### src/pkg/atcs_pkg.sv
// constants, field layouts and types of the async timer control/status block
// assumes a 32-bit apb master; register index = byte address / 4
package atcs_pkg;

	// ***************************************************************
	// register indices (byte address is four times the index)
	// ***************************************************************
	localparam logic [7:0] IDX_FLAGS  = 8'h37;
	localparam logic [7:0] IDX_STATUS = 8'hB6;
	localparam logic [7:0] IDX_CTL_A  = 8'hB0;
	localparam logic [7:0] IDX_CTL_B  = 8'hB1;
	localparam logic [7:0] IDX_COUNT  = 8'hB2;
	localparam logic [7:0] IDX_CMP_A  = 8'hB3;
	localparam logic [7:0] IDX_CMP_B  = 8'hB4;
	localparam logic [7:0] IDX_MASK   = 8'h70;
	localparam logic [7:0] IDX_GTC    = 8'h43;

	// ***************************************************************
	// field positions, masks and reset values
	// ***************************************************************
	localparam int unsigned STS_EXT_CLOCK_ENABLE    = 6;
	localparam int unsigned STS_ASYNC    = 5;
	localparam int unsigned GTC_TSM      = 7;
	localparam int unsigned GTC_PSR_ASY  = 1;
	localparam int unsigned GTC_PSR_SYNC = 0;
	localparam int unsigned CTLB_WGM2    = 3;
	localparam logic [7:0]  CTL_A_MASK   = 8'hF3;
	localparam logic [7:0]  CTL_B_MASK   = 8'h0F;
	localparam logic [7:0]  RST_BYTE     = 8'h00;
	localparam logic [7:0]  CNT_BOTTOM   = 8'h00;
	localparam logic [7:0]  CNT_MAX      = 8'hFF;
	localparam int unsigned PRE_W        = 10;

	// ***************************************************************
	// types
	// ***************************************************************
	// field order equals status register bits 4:0
	typedef struct packed {
		logic count;
		logic cmp_a;
		logic cmp_b;
		logic ctl_a;
		logic ctl_b;
	} atcs_busy_s;

	typedef enum logic {ATCS_UP, ATCS_DOWN} atcs_dir_e;

	// low prescaler bits that must all be one for a divided tick
	function automatic logic [PRE_W-1:0] div_mask(input logic [2:0] cs);
		case (cs)
			3'h2:    div_mask = 10'h007;
			3'h3:    div_mask = 10'h01F;
			3'h4:    div_mask = 10'h03F;
			3'h5:    div_mask = 10'h07F;
			3'h6:    div_mask = 10'h0FF;
			3'h7:    div_mask = 10'h3FF;
			default: div_mask = 10'h000;
		endcase
	endfunction

endpackage

### src/atcs_osc_tick.sv
// timer oscillator pin front end: edge tick and oscillator/buffer enables
// assumes the pin is already synchronous to pclk
module atcs_osc_tick (
	input  logic pclk,
	input  logic presetn,
	input  logic timer_osc_in,
	input  logic async_sel,
	input  logic ext_sel,
	output logic osc_tick,
	output logic ext_buffer_en,
	output logic crystal_run
);
	logic osc_q;

	assign osc_tick = async_sel & timer_osc_in & ~osc_q;

	always_ff @(posedge pclk or negedge presetn) begin
		if (!presetn) begin
			osc_q         <= 1'b0;
			ext_buffer_en <= 1'b0;
			// the external clock bit resets to zero, so the crystal is already allowed to run
			crystal_run   <= 1'b1;
		end else begin
			osc_q         <= timer_osc_in;
			ext_buffer_en <= ext_sel & async_sel;
			crystal_run   <= ~ext_sel;
		end
	end
endmodule

### src/atcs_prescaler.sv
// ten-bit prescaler with clock select; count_en is a one-cycle enable
// assumes src_tick is a one-cycle pulse per timer clock edge
module atcs_prescaler (
	input  logic       pclk,
	input  logic       presetn,
	input  logic       src_tick,
	input  logic       clr,
	input  logic [2:0] clock_select_field,
	output logic       count_en
);
	logic [atcs_pkg::PRE_W-1:0] pre_q;
	logic [atcs_pkg::PRE_W-1:0] tap;

	assign tap      = atcs_pkg::div_mask(clock_select_field);
	assign count_en = src_tick & ~clr & (clock_select_field != 3'h0)
		& ((pre_q & tap) == tap);

	always_ff @(posedge pclk or negedge presetn) begin
		if (!presetn) begin
			pre_q <= '0;
		end else if (clr) begin
			pre_q <= '0;
		end else if (src_tick) begin
			pre_q <= pre_q + 10'h001;
		end
	end

	a_undivided_tick: assert property (@(posedge pclk) disable iff (!presetn)
		clock_select_field == 3'h1 |-> count_en == (src_tick & ~clr))
		else $error("undivided select does not follow the timer clock");
endmodule

### src/atcs_top.sv
// register side of the async 8-bit timer: apb slave, compare, flags, busy, prescaler resets
// assumes apb from a 32-bit master; timer oscillator pin synchronous to pclk
module atcs_top (
	input  logic        pclk,
	input  logic        presetn,
	input  logic        psel,
	input  logic        penable,
	input  logic        pwrite,
	input  logic [11:0] paddr,
	input  logic [31:0] pwdata,
	output logic [31:0] prdata,
	output logic        pready,
	output logic        pslverr,
	input  logic        timer_osc_in,
	input  logic        global_irq_enable,
	input  logic [2:0]  irq_ack,
	output logic [2:0]  irq_request,
	output logic        wave_out_a,
	output logic        wave_out_b,
	output logic        ext_buffer_en,
	output logic        crystal_run,
	output logic        shared_prescaler_reset
);

	// ***************************************************************
	// helpers
	// ***************************************************************
	function automatic logic reg_hit(input logic [11:0] a, input logic [7:0] idx);
		reg_hit = (a[11:10] == 2'b00) && (a[9:2] == idx);
	endfunction

	// a write sets busy and wins over the transfer tick
	function automatic logic busy_next(input logic b, input logic wr, input logic tick);
		busy_next = wr | (b & ~tick);
	endfunction

	function automatic logic wave_next(input logic cur, input logic [1:0] com);
		case (com)
			2'b01:   wave_next = ~cur;
			2'b10:   wave_next = 1'b0;
			2'b11:   wave_next = 1'b1;
			default: wave_next = cur;
		endcase
	endfunction

	// ***************************************************************
	// state
	// ***************************************************************
	logic [7:0]           count_q;
	logic [7:0]           count_tmp_q;
	logic [7:0]           cmp_a_q;
	logic [7:0]           cmp_a_tmp_q;
	logic [7:0]           cmp_b_q;
	logic [7:0]           cmp_b_tmp_q;
	logic [7:0]           ctl_a_q;
	logic [7:0]           ctl_a_tmp_q;
	logic [7:0]           ctl_b_q;
	logic [7:0]           ctl_b_tmp_q;
	atcs_pkg::atcs_busy_s busy_q;
	atcs_pkg::atcs_busy_s busy_d;
	atcs_pkg::atcs_dir_e  dir_q;
	atcs_pkg::atcs_dir_e  dir_next;
	logic                 ext_clock_enable_q;
	logic                 async_q;
	logic                 tsm_q;
	logic                 psr_asy_q;
	logic                 psr_sync_q;
	logic                 block_q;
	logic [2:0]           mask_q;
	logic [2:0]           flags_q;
	logic [2:0]           flags_d;
	logic                 wave_a_q;
	logic                 wave_b_q;
	logic [31:0]          prdata_q;

	// ***************************************************************
	// apb decode
	// ***************************************************************
	logic       acc;
	logic       setup;
	logic       wr;
	logic [7:0] wbyte;
	logic       hit_flags;
	logic       hit_status;
	logic       hit_ctl_a;
	logic       hit_ctl_b;
	logic       hit_count;
	logic       hit_cmp_a;
	logic       hit_cmp_b;
	logic       hit_mask;
	logic       hit_gtc;
	logic       any_hit;

	assign acc        = psel & penable;
	assign setup      = psel & ~penable;
	assign wr         = acc & pwrite;
	assign wbyte      = pwdata[7:0];
	assign hit_flags  = reg_hit(paddr, atcs_pkg::IDX_FLAGS);
	assign hit_status = reg_hit(paddr, atcs_pkg::IDX_STATUS);
	assign hit_ctl_a  = reg_hit(paddr, atcs_pkg::IDX_CTL_A);
	assign hit_ctl_b  = reg_hit(paddr, atcs_pkg::IDX_CTL_B);
	assign hit_count  = reg_hit(paddr, atcs_pkg::IDX_COUNT);
	assign hit_cmp_a  = reg_hit(paddr, atcs_pkg::IDX_CMP_A);
	assign hit_cmp_b  = reg_hit(paddr, atcs_pkg::IDX_CMP_B);
	assign hit_mask   = reg_hit(paddr, atcs_pkg::IDX_MASK);
	assign hit_gtc    = reg_hit(paddr, atcs_pkg::IDX_GTC);
	assign any_hit    = hit_flags | hit_status | hit_ctl_a | hit_ctl_b | hit_count
		| hit_cmp_a | hit_cmp_b | hit_mask | hit_gtc;

	logic wr_flags;
	logic wr_status;
	logic wr_ctl_a;
	logic wr_ctl_b;
	logic wr_count;
	logic wr_cmp_a;
	logic wr_cmp_b;
	logic wr_mask;
	logic wr_gtc;

	assign wr_flags  = wr & hit_flags;
	assign wr_status = wr & hit_status;
	assign wr_ctl_a  = wr & hit_ctl_a;
	assign wr_ctl_b  = wr & hit_ctl_b;
	assign wr_count  = wr & hit_count;
	assign wr_cmp_a  = wr & hit_cmp_a;
	assign wr_cmp_b  = wr & hit_cmp_b;
	assign wr_mask   = wr & hit_mask;
	assign wr_gtc    = wr & hit_gtc;

	// zero wait states: read data is captured in the setup cycle
	assign pready  = 1'b1;
	assign pslverr = acc & ~any_hit;
	assign prdata  = prdata_q;

	// ***************************************************************
	// clock source and prescaler
	// ***************************************************************
	logic osc_tick;
	logic src_tick;
	logic count_en;

	atcs_osc_tick i_atcs_osc_tick (
		.pclk          (pclk),
		.presetn       (presetn),
		.timer_osc_in  (timer_osc_in),
		.async_sel     (async_q),
		.ext_sel       (ext_clock_enable_q),
		.osc_tick      (osc_tick),
		.ext_buffer_en (ext_buffer_en),
		.crystal_run   (crystal_run)
	);

	assign src_tick = async_q ? osc_tick : 1'b1;

	atcs_prescaler i_atcs_prescaler (
		.pclk               (pclk),
		.presetn            (presetn),
		.src_tick           (src_tick),
		.clr                (psr_asy_q),
		.clock_select_field (ctl_b_q[2:0]),
		.count_en           (count_en)
	);

	// ***************************************************************
	// holding registers, busy flags and transfers
	// ***************************************************************
	logic xfer_count;
	logic xfer_cmp_a;
	logic xfer_cmp_b;
	logic xfer_ctl_a;
	logic xfer_ctl_b;
	logic load_count;

	assign xfer_count = async_q & osc_tick & busy_q.count;
	assign xfer_cmp_a = async_q & osc_tick & busy_q.cmp_a;
	assign xfer_cmp_b = async_q & osc_tick & busy_q.cmp_b;
	assign xfer_ctl_a = async_q & osc_tick & busy_q.ctl_a;
	assign xfer_ctl_b = async_q & osc_tick & busy_q.ctl_b;
	assign load_count = (wr_count & ~async_q) | xfer_count;

	// outside async operation every busy bit is forced low
	always_comb begin
		busy_d       = '0;
		busy_d.count = async_q & busy_next(busy_q.count, wr_count, osc_tick);
		busy_d.cmp_a = async_q & busy_next(busy_q.cmp_a, wr_cmp_a, osc_tick);
		busy_d.cmp_b = async_q & busy_next(busy_q.cmp_b, wr_cmp_b, osc_tick);
		busy_d.ctl_a = async_q & busy_next(busy_q.ctl_a, wr_ctl_a, osc_tick);
		busy_d.ctl_b = async_q & busy_next(busy_q.ctl_b, wr_ctl_b, osc_tick);
	end

	always_ff @(posedge pclk or negedge presetn) begin
		if (!presetn) begin
			count_tmp_q <= atcs_pkg::RST_BYTE;
			cmp_a_tmp_q <= atcs_pkg::RST_BYTE;
			cmp_b_tmp_q <= atcs_pkg::RST_BYTE;
			ctl_a_tmp_q <= atcs_pkg::RST_BYTE;
			ctl_b_tmp_q <= atcs_pkg::RST_BYTE;
			busy_q      <= '0;
		end else begin
			if (wr_count) count_tmp_q <= wbyte;
			if (wr_cmp_a) cmp_a_tmp_q <= wbyte;
			if (wr_cmp_b) cmp_b_tmp_q <= wbyte;
			if (wr_ctl_a) ctl_a_tmp_q <= wbyte & atcs_pkg::CTL_A_MASK;
			if (wr_ctl_b) ctl_b_tmp_q <= wbyte & atcs_pkg::CTL_B_MASK;
			busy_q <= busy_d;
		end
	end

	// sync writes land directly, async ones on the oscillator tick
	always_ff @(posedge pclk or negedge presetn) begin
		if (!presetn) begin
			cmp_a_q <= atcs_pkg::RST_BYTE;
			cmp_b_q <= atcs_pkg::RST_BYTE;
			ctl_a_q <= atcs_pkg::RST_BYTE;
			ctl_b_q <= atcs_pkg::RST_BYTE;
		end else begin
			if (wr_cmp_a & ~async_q) cmp_a_q <= wbyte;
			else if (xfer_cmp_a) cmp_a_q <= cmp_a_tmp_q;
			if (wr_cmp_b & ~async_q) cmp_b_q <= wbyte;
			else if (xfer_cmp_b) cmp_b_q <= cmp_b_tmp_q;
			if (wr_ctl_a & ~async_q) ctl_a_q <= wbyte & atcs_pkg::CTL_A_MASK;
			else if (xfer_ctl_a) ctl_a_q <= ctl_a_tmp_q;
			if (wr_ctl_b & ~async_q) ctl_b_q <= wbyte & atcs_pkg::CTL_B_MASK;
			else if (xfer_ctl_b) ctl_b_q <= ctl_b_tmp_q;
		end
	end

	// ***************************************************************
	// counter, compare and overflow
	// ***************************************************************
	logic [2:0] mode;
	logic       phase_pwm;
	logic [7:0] top_val;
	logic       at_top;
	logic       at_bottom;
	logic [7:0] count_next;
	logic       cmp_a_hit;
	logic       cmp_b_hit;
	logic       ovf_evt;

	assign mode      = {ctl_b_q[atcs_pkg::CTLB_WGM2], ctl_a_q[1:0]};
	assign phase_pwm = (mode[1:0] == 2'b01);
	assign top_val   = (mode == 3'h2 || mode == 3'h5 || mode == 3'h7) ? cmp_a_q
		: atcs_pkg::CNT_MAX;
	assign at_top    = (count_q == top_val);
	assign at_bottom = (count_q == atcs_pkg::CNT_BOTTOM);

	always_comb begin
		dir_next   = atcs_pkg::ATCS_UP;
		count_next = count_q + 8'h01;
		if (dir_q == atcs_pkg::ATCS_DOWN && phase_pwm) begin
			dir_next   = at_bottom ? atcs_pkg::ATCS_UP : atcs_pkg::ATCS_DOWN;
			count_next = at_bottom ? count_q + 8'h01 : count_q - 8'h01;
		end else if (at_top && phase_pwm) begin
			dir_next   = atcs_pkg::ATCS_DOWN;
			count_next = count_q - 8'h01;
		end else if (at_top) begin
			count_next = atcs_pkg::CNT_BOTTOM;
		end
	end

	assign cmp_a_hit = count_en & ~block_q & (count_q == cmp_a_q);
	assign cmp_b_hit = count_en & ~block_q & (count_q == cmp_b_q);
	assign ovf_evt   = count_en & (phase_pwm ? (dir_q == atcs_pkg::ATCS_DOWN && at_bottom)
		: (mode == 3'h7 ? at_top : count_q == atcs_pkg::CNT_MAX));

	always_ff @(posedge pclk or negedge presetn) begin
		if (!presetn) begin
			count_q  <= atcs_pkg::RST_BYTE;
			dir_q    <= atcs_pkg::ATCS_UP;
			block_q  <= 1'b0;
			wave_a_q <= 1'b0;
			wave_b_q <= 1'b0;
		end else begin
			if (load_count) count_q <= async_q ? count_tmp_q : wbyte;
			else if (count_en) count_q <= count_next;
			if (count_en & ~load_count) dir_q <= dir_next;
			if (load_count) block_q <= 1'b1;
			else if (count_en) block_q <= 1'b0;
			if (cmp_a_hit) wave_a_q <= wave_next(wave_a_q, ctl_a_q[7:6]);
			if (cmp_b_hit) wave_b_q <= wave_next(wave_b_q, ctl_a_q[5:4]);
		end
	end

	assign wave_out_a = wave_a_q;
	assign wave_out_b = wave_b_q;

	// ***************************************************************
	// flags, mask and requests
	// ***************************************************************
	logic [2:0] flag_set;
	logic [2:0] flag_clr;

	assign flag_set    = {cmp_b_hit, cmp_a_hit, ovf_evt};
	assign flag_clr    = (wr_flags ? wbyte[2:0] : 3'b000) | irq_ack;
	assign flags_d     = (flags_q & ~flag_clr) | flag_set;
	assign irq_request = flags_q & mask_q & {3{global_irq_enable}};

	// ***************************************************************
	// status, synchronization mode and prescaler resets
	// ***************************************************************
	logic leave_tsm;

	assign leave_tsm = tsm_q & ~wbyte[atcs_pkg::GTC_TSM];

	always_ff @(posedge pclk or negedge presetn) begin
		if (!presetn) begin
			flags_q    <= 3'b000;
			mask_q     <= 3'b000;
			ext_clock_enable_q    <= 1'b0;
			async_q    <= 1'b0;
			tsm_q      <= 1'b0;
			psr_asy_q  <= 1'b0;
			psr_sync_q <= 1'b0;
		end else begin
			flags_q <= flags_d;
			if (wr_mask) mask_q <= wbyte[2:0];
			if (wr_status) begin
				ext_clock_enable_q <= wbyte[atcs_pkg::STS_EXT_CLOCK_ENABLE];
				// switching source leaves counter and copies as they are
				async_q <= wbyte[atcs_pkg::STS_ASYNC];
			end
			if (wr_gtc) begin
				tsm_q      <= wbyte[atcs_pkg::GTC_TSM];
				psr_asy_q  <= ~leave_tsm & wbyte[atcs_pkg::GTC_PSR_ASY];
				psr_sync_q <= ~leave_tsm & wbyte[atcs_pkg::GTC_PSR_SYNC];
			end else if (!tsm_q) begin
				psr_asy_q  <= async_q & psr_asy_q & ~osc_tick;
				psr_sync_q <= 1'b0;
			end
		end
	end

	assign shared_prescaler_reset = psr_sync_q;

	// ***************************************************************
	// read back
	// ***************************************************************
	logic [7:0] rd_byte;

	assign rd_byte = hit_flags  ? {5'b00000, flags_q}
		: hit_status ? {1'b0, ext_clock_enable_q, async_q, busy_q}
		: hit_count  ? count_q
		: hit_cmp_a  ? cmp_a_tmp_q
		: hit_cmp_b  ? cmp_b_tmp_q
		: hit_ctl_a  ? ctl_a_tmp_q
		: hit_ctl_b  ? ctl_b_tmp_q
		: hit_mask   ? {5'b00000, mask_q}
		: hit_gtc    ? {tsm_q, 5'b00000, psr_asy_q, psr_sync_q}
		: 8'h00;

	always_ff @(posedge pclk or negedge presetn) begin
		if (!presetn) prdata_q <= 32'h00000000;
		else if (setup) prdata_q <= {24'h000000, rd_byte};
	end

	// ***************************************************************
	// checks
	// ***************************************************************
	a_busy_on_write: assert property (@(posedge pclk) disable iff (!presetn)
		async_q && wr_cmp_a |=> busy_q.cmp_a && cmp_a_tmp_q == $past(wbyte))
		else $error("async compare write did not raise busy");

	a_sync_no_busy: assert property (@(posedge pclk) disable iff (!presetn)
		!async_q |=> busy_q == '0)
		else $error("busy bit set outside async operation");

	a_sync_direct: assert property (@(posedge pclk) disable iff (!presetn)
		!async_q && wr_cmp_b |=> cmp_b_q == $past(wbyte))
		else $error("sync compare write not applied directly");

	a_count_readback: assert property (@(posedge pclk) disable iff (!presetn)
		setup && hit_count |=> prdata[7:0] == $past(count_q))
		else $error("counter read did not return the live value");

	a_match_blocked: assert property (@(posedge pclk) disable iff (!presetn)
		load_count |=> !cmp_a_hit && !cmp_b_hit)
		else $error("compare match right after counter write");

	a_flag_set: assert property (@(posedge pclk) disable iff (!presetn)
		cmp_b_hit |=> flags_q[2])
		else $error("compare b match did not set its flag");

	a_ovf_flag: assert property (@(posedge pclk) disable iff (!presetn)
		ovf_evt |=> flags_q[0])
		else $error("overflow did not set its flag");

	a_flag_w1c: assert property (@(posedge pclk) disable iff (!presetn)
		wr_flags && wbyte[1] && !cmp_a_hit |=> !flags_q[1])
		else $error("write one did not clear compare a flag");

	a_ack_clear: assert property (@(posedge pclk) disable iff (!presetn)
		irq_ack[0] && !ovf_evt |=> !flags_q[0])
		else $error("acknowledge did not clear overflow flag");

	a_tsm_hold: assert property (@(posedge pclk) disable iff (!presetn)
		tsm_q && !wr_gtc |=> $stable(psr_sync_q) && $stable(psr_asy_q))
		else $error("prescaler reset bits moved in hold mode");

	a_sync_pulse: assert property (@(posedge pclk) disable iff (!presetn)
		!tsm_q && psr_sync_q && !wr_gtc |=> !psr_sync_q)
		else $error("shared prescaler reset not cleared at once");

	a_async_reset_wait: assert property (@(posedge pclk) disable iff (!presetn)
		async_q && psr_asy_q && !tsm_q && !osc_tick && !wr_gtc |=> psr_asy_q)
		else $error("async prescaler reset bit dropped early");

	a_ext_buffer: assert property (@(posedge pclk) disable iff (!presetn)
		ext_buffer_en == $past(ext_clock_enable_q & async_q) && crystal_run == $past(!ext_clock_enable_q))
		else $error("external buffer or crystal enable wrong");
endmodule

### config.mk
export PLATFORM = sky130hd
export DESIGN_NAME = atcs_top
export DESIGN_NICKNAME = d
export VERILOG_FILES = /design/src/pkg/atcs_pkg.sv /design/src/atcs_osc_tick.sv /design/src/atcs_prescaler.sv /design/src/atcs_top.sv
export SDC_FILE = /design/constraint.sdc
export NUM_CORES = 1
export LEC_CHECK = 0
export BUFFER_PORTS_ARGS = -buffer_cell sky130_fd_sc_hd__buf_2
export CORE_MARGIN = 10
export CORE_UTILIZATION = 62
export DETAILED_ROUTE_END_ITERATION = 16
export GPL_TIMING_DRIVEN = 0
export PLACE_DENSITY = 0.86
export SYNTH_ARGS = -nofsm -noshare
export SYNTH_HDL_FRONTEND = slang
export SYNTH_HIERARCHICAL = 1
export SYNTH_SLANG_ARGS = --single-unit
### constraint.sdc
create_clock -name pclk -period 7.7 [get_ports pclk]
set_clock_uncertainty 0.15 [all_clocks]
set_input_delay 1.155 -clock pclk [delete_from_list [all_inputs] [get_ports pclk]]
set_output_delay 1.155 -clock pclk [all_outputs]
set_load 0.05 [all_outputs]
==> results.py <==
metrics = {
    "logic_synthesis": {
        "yosysMostFrequentCell": "dfrtp_1",
        "synth_cell_types": 71,
        "synth_common_cells": "dfrtp_1, mux2_2, nor2_1",
        "synth_ff_type": "dfrtp_1",
        "yosys_warnings": 6,
        "syn_avg_cell_area_um2": 9.89,
        "yosys.area.top_type": "dfrtp_1",
        "synth-seq-cells": 109,
        "synth-edff-count": 0,
        "synth_area_mm2": 0.00645,
        "ys_async_sr_fraction_pct": 100,
        "synth_cells": 652,
        "synth_top_area_share_pct": 41.9,
        "synth_area_leaders": "dfrtp_1, mux2_2, mux2i_1",
        "seq_area_frac_synth_pct": 42.3,
    },
    "min_path": {
        "min_from": "ext_clock_enable_q",
        "hold_path_class": "reg2reg",
        "min_to": "i_atcs_osc_tick/crystal_run",
        "holdPathStages": 1,
    },
    "sta": {
        "setup_viol": 0,
        "fmax_ghz": 0.219,
        "drv_slew": 0,
        "fin_crit_sh_pct": 59.3,
        "setup_slack_ps": 3130,
        "tightest_slew_ps": 1100,
        "rsz0062_at_grt": "false",
        "hold_viol_final": 0,
        "setup-tns-final_ps": 0,
        "relSlewSlack_pct": 25.9,
        "finalCriticalPeriod_ps": 4570,
    },
    "clock_network": {
        "clk_pin_slew_worst_paths_ps": 90,
        "clk_path_buf_depth": 2,
        "cts_max_level": 3,
        "hold_buffers": 0,
        "post_cts_resized": 0,
        "cts.sink_count": 109,
        "root_buffer": "clkbuf_8",
        "tritoncts.num_buffers": 9,
        "clock_latency_ps": 390,
        "cts_setup_buffers": 0,
        "tritoncts": "built",
    },
    "global_routing": {
        "antenna_found_initial": 0,
        "grt_pass1_vias": 5681,
        "grt_use_met1_pct": 28.1,
        "met2_usage_pct": 40.8,
        "use_met3_pct": 7.45,
        "grtUsageTotal_pct": 24.8,
        "grt_max_degree": 71,
        "gr-total-overflow": 0,
        "grt_busiest_layer": "met2",
        "grt_pass1_wl_um": 29100,
    },
    "placement": {
        "post-place-ws_ps": 3200,
        "place_area_mm2": 0.00693,
        "dp_hpwl_um": 13600,
        "gp_congestion": 1.10,
        "io_buffers": 39,
    },
    "final_layout": {
        "layout.nets": 784,
        "seqCellArea_mm2": 0.00273,
        "drive_above_1_share_pct": 21.6,
        "syn2layout_area_growth_pct": 10.7,
        "fillerInstances": 780,
        "n_antenna_cell": 0,
        "design_area_mm2": 0.00714,
        "multi_input_area_mm2": 0.00338,
    },
    "detailed_routing": {
        "wl_per_cell_um": 21.1,
        "routed_wl_um": 18300,
        "dr_total_vias": 5567,
        "drc": 0,
        "dr.pass1.iters": 9,
        "drtAntennaViolNets": 0,
        "drt_iter0_drc": 921,
        "routed_via_density": 6.42,
    },
    "flow_run": {
        "max_cap_viol_count": 0,
    },
    "setup_path": {
        "end_kind": "output pin",
        "cp-start-kind": "primary input",
        "crit_type": "in2out",
        "reg2reg_depth": 11,
        "r2r_start": "i_atcs_osc_tick/osc_q",
        "critPathMaxFanout": 10,
        "critPathRequiredTime_ps": 6390,
        "cp.arrival_ps": 3260,
        "rr_endpoint": "wave_out_a",
        "reg2reg_slack_ps": 4340,
    },
    "die": {
        "die_y_um": 122,
        "die-area_mm2": 0.0149,
        "num_rows": 37,
        "core_mm2": 0.0102,
        "io_pins": 96,
        "chipWidth_um": 122,
        "start_util_pct": 63.0,
    },
    "status": {
        "status": "complete, no violations",
    },
    "pwr": {
        "p_leak_nw": 3.40,
        "powerDensity_mw_per_mm2": 178,
        "vdd_drop_max_uv": 142,
    },
}
## through the flow
| step | instances | hold slack, ps | total power, W | utilization [%] |
|---|---|---|---|---|
| CTS | 867 | 309 | 0.00127 | 69.7 |
| global placement | 850 | 298 | 0.000892 | 67.4 |
| finish | 867 | 298 | 0.00127 | 69.7 |
| detailed placement | 851 | 294 | 0.000906 | 67.7 |
| floorplan | 675 | 241 | 0.000828 | - |
| global route | 867 | 325 | 0.00132 | 69.7 |
## worst max-delay path by stage
stage / start / to / slack, ps / depth (start not counted)
after floorplan: paddr[4] / pslverr / 1820 / 5
after global placement: paddr[4] / pslverr / 3220 / 6
after detailed placement: paddr[4] / pslverr / 3200 / 6
after CTS: paddr[4] / pslverr / 3200 / 6
after global routing: paddr[4] / pslverr / 2910 / 6
final: paddr[4] / pslverr / 3130 / 6
## layout by cell type, fill, tap and decap left out, drive strengths merged, types with 7 or more instances in the layout
master | Yosys | final
xnor2 | 15 | 15
o221ai | 12 | 12
mux2 | 49 | 49
nor2b | 12 | 12
o31ai | 7 | 7
and2 | 7 | 7
nand2b | 20 | 20
mux2i | 34 | 34
nand2 | 41 | 41
nor3 | 7 | 7
xor2 | 8 | 8
nand4 | 10 | 10
buf | 38 | 78
dfrtp | 108 | 108
o21ai | 24 | 24
nand3 | 29 | 29
clkbuf | 25 | 37
inv | 20 | 22
and3 | 8 | 8
nor2 | 46 | 46
a21oi | 38 | 38
conb | 2 | 25
## per-layer routing
layer  vias up  part of all wire, %
met2       343                   48
met3        89                   11
met4         0                  5.2
met5         -                    0
li1       2478                    -
met1      2657                   36
## cell type report
cell class / count / area share (%)
timing repair buffer: 40 / 3.16
multi-input combinational: 483 / 47.3
buffer: 63 / 4.94
inverter: 20 / 1.05
tap: 136 / 2.38
sequential: 109 / 38.2
clock buffer: 12 / 2.17
clock inverter: 4 / 0.736
## power by group
group,total (W),switching [W],internal (W)
logic,0.000264,0.000174,0.0000908
clock network,0.000365,0.000195,0.000170
registers,0.000638,0.0000367,0.000601
total,0.00127,0.000406,0.000862
## flip-flops by register name, indices dropped and copies added, names as in the netlist, 4 cells and up
name / count
busy_q: 5
cmp_a_q: 8
cmp_a_tmp_q: 8
cmp_b_q: 8
cmp_b_tmp_q: 8
count_q: 8
count_tmp_q: 8
ctl_a_q: 6
ctl_a_tmp_q: 6
ctl_b_q: 4
ctl_b_tmp_q: 4
i_atcs_prescaler/pre_q: 10
prdata: 8
## critical path: stages
cell,delay [ps]
clkbuf_1,370
buf_1,420
clkbuf_1,380
nand2_1,110
a2111oi_0,470
buf_2,350
## cells by family (layout without fill, tap and decap cells)
kind of cell / count (synthesis) / after routing / synth area share [%]
AO/OA/AOI/OAI: 143 / 143 / 15.6
XOR/XNOR: 23 / 23 / 3.13
adder cells (fa/ha/maj): 4 / 4 / 0.776
buffers and inverters: 83 / 139 / 6.64
flip-flops: 109 / 109 / 42.3
multiplexers: 83 / 83 / 13.8
other: 2 / 25 / 0.117
AND/OR/NAND/NOR: 205 / 205 / 17.6
No activity file was read; power rests on OpenSTA's default activity.
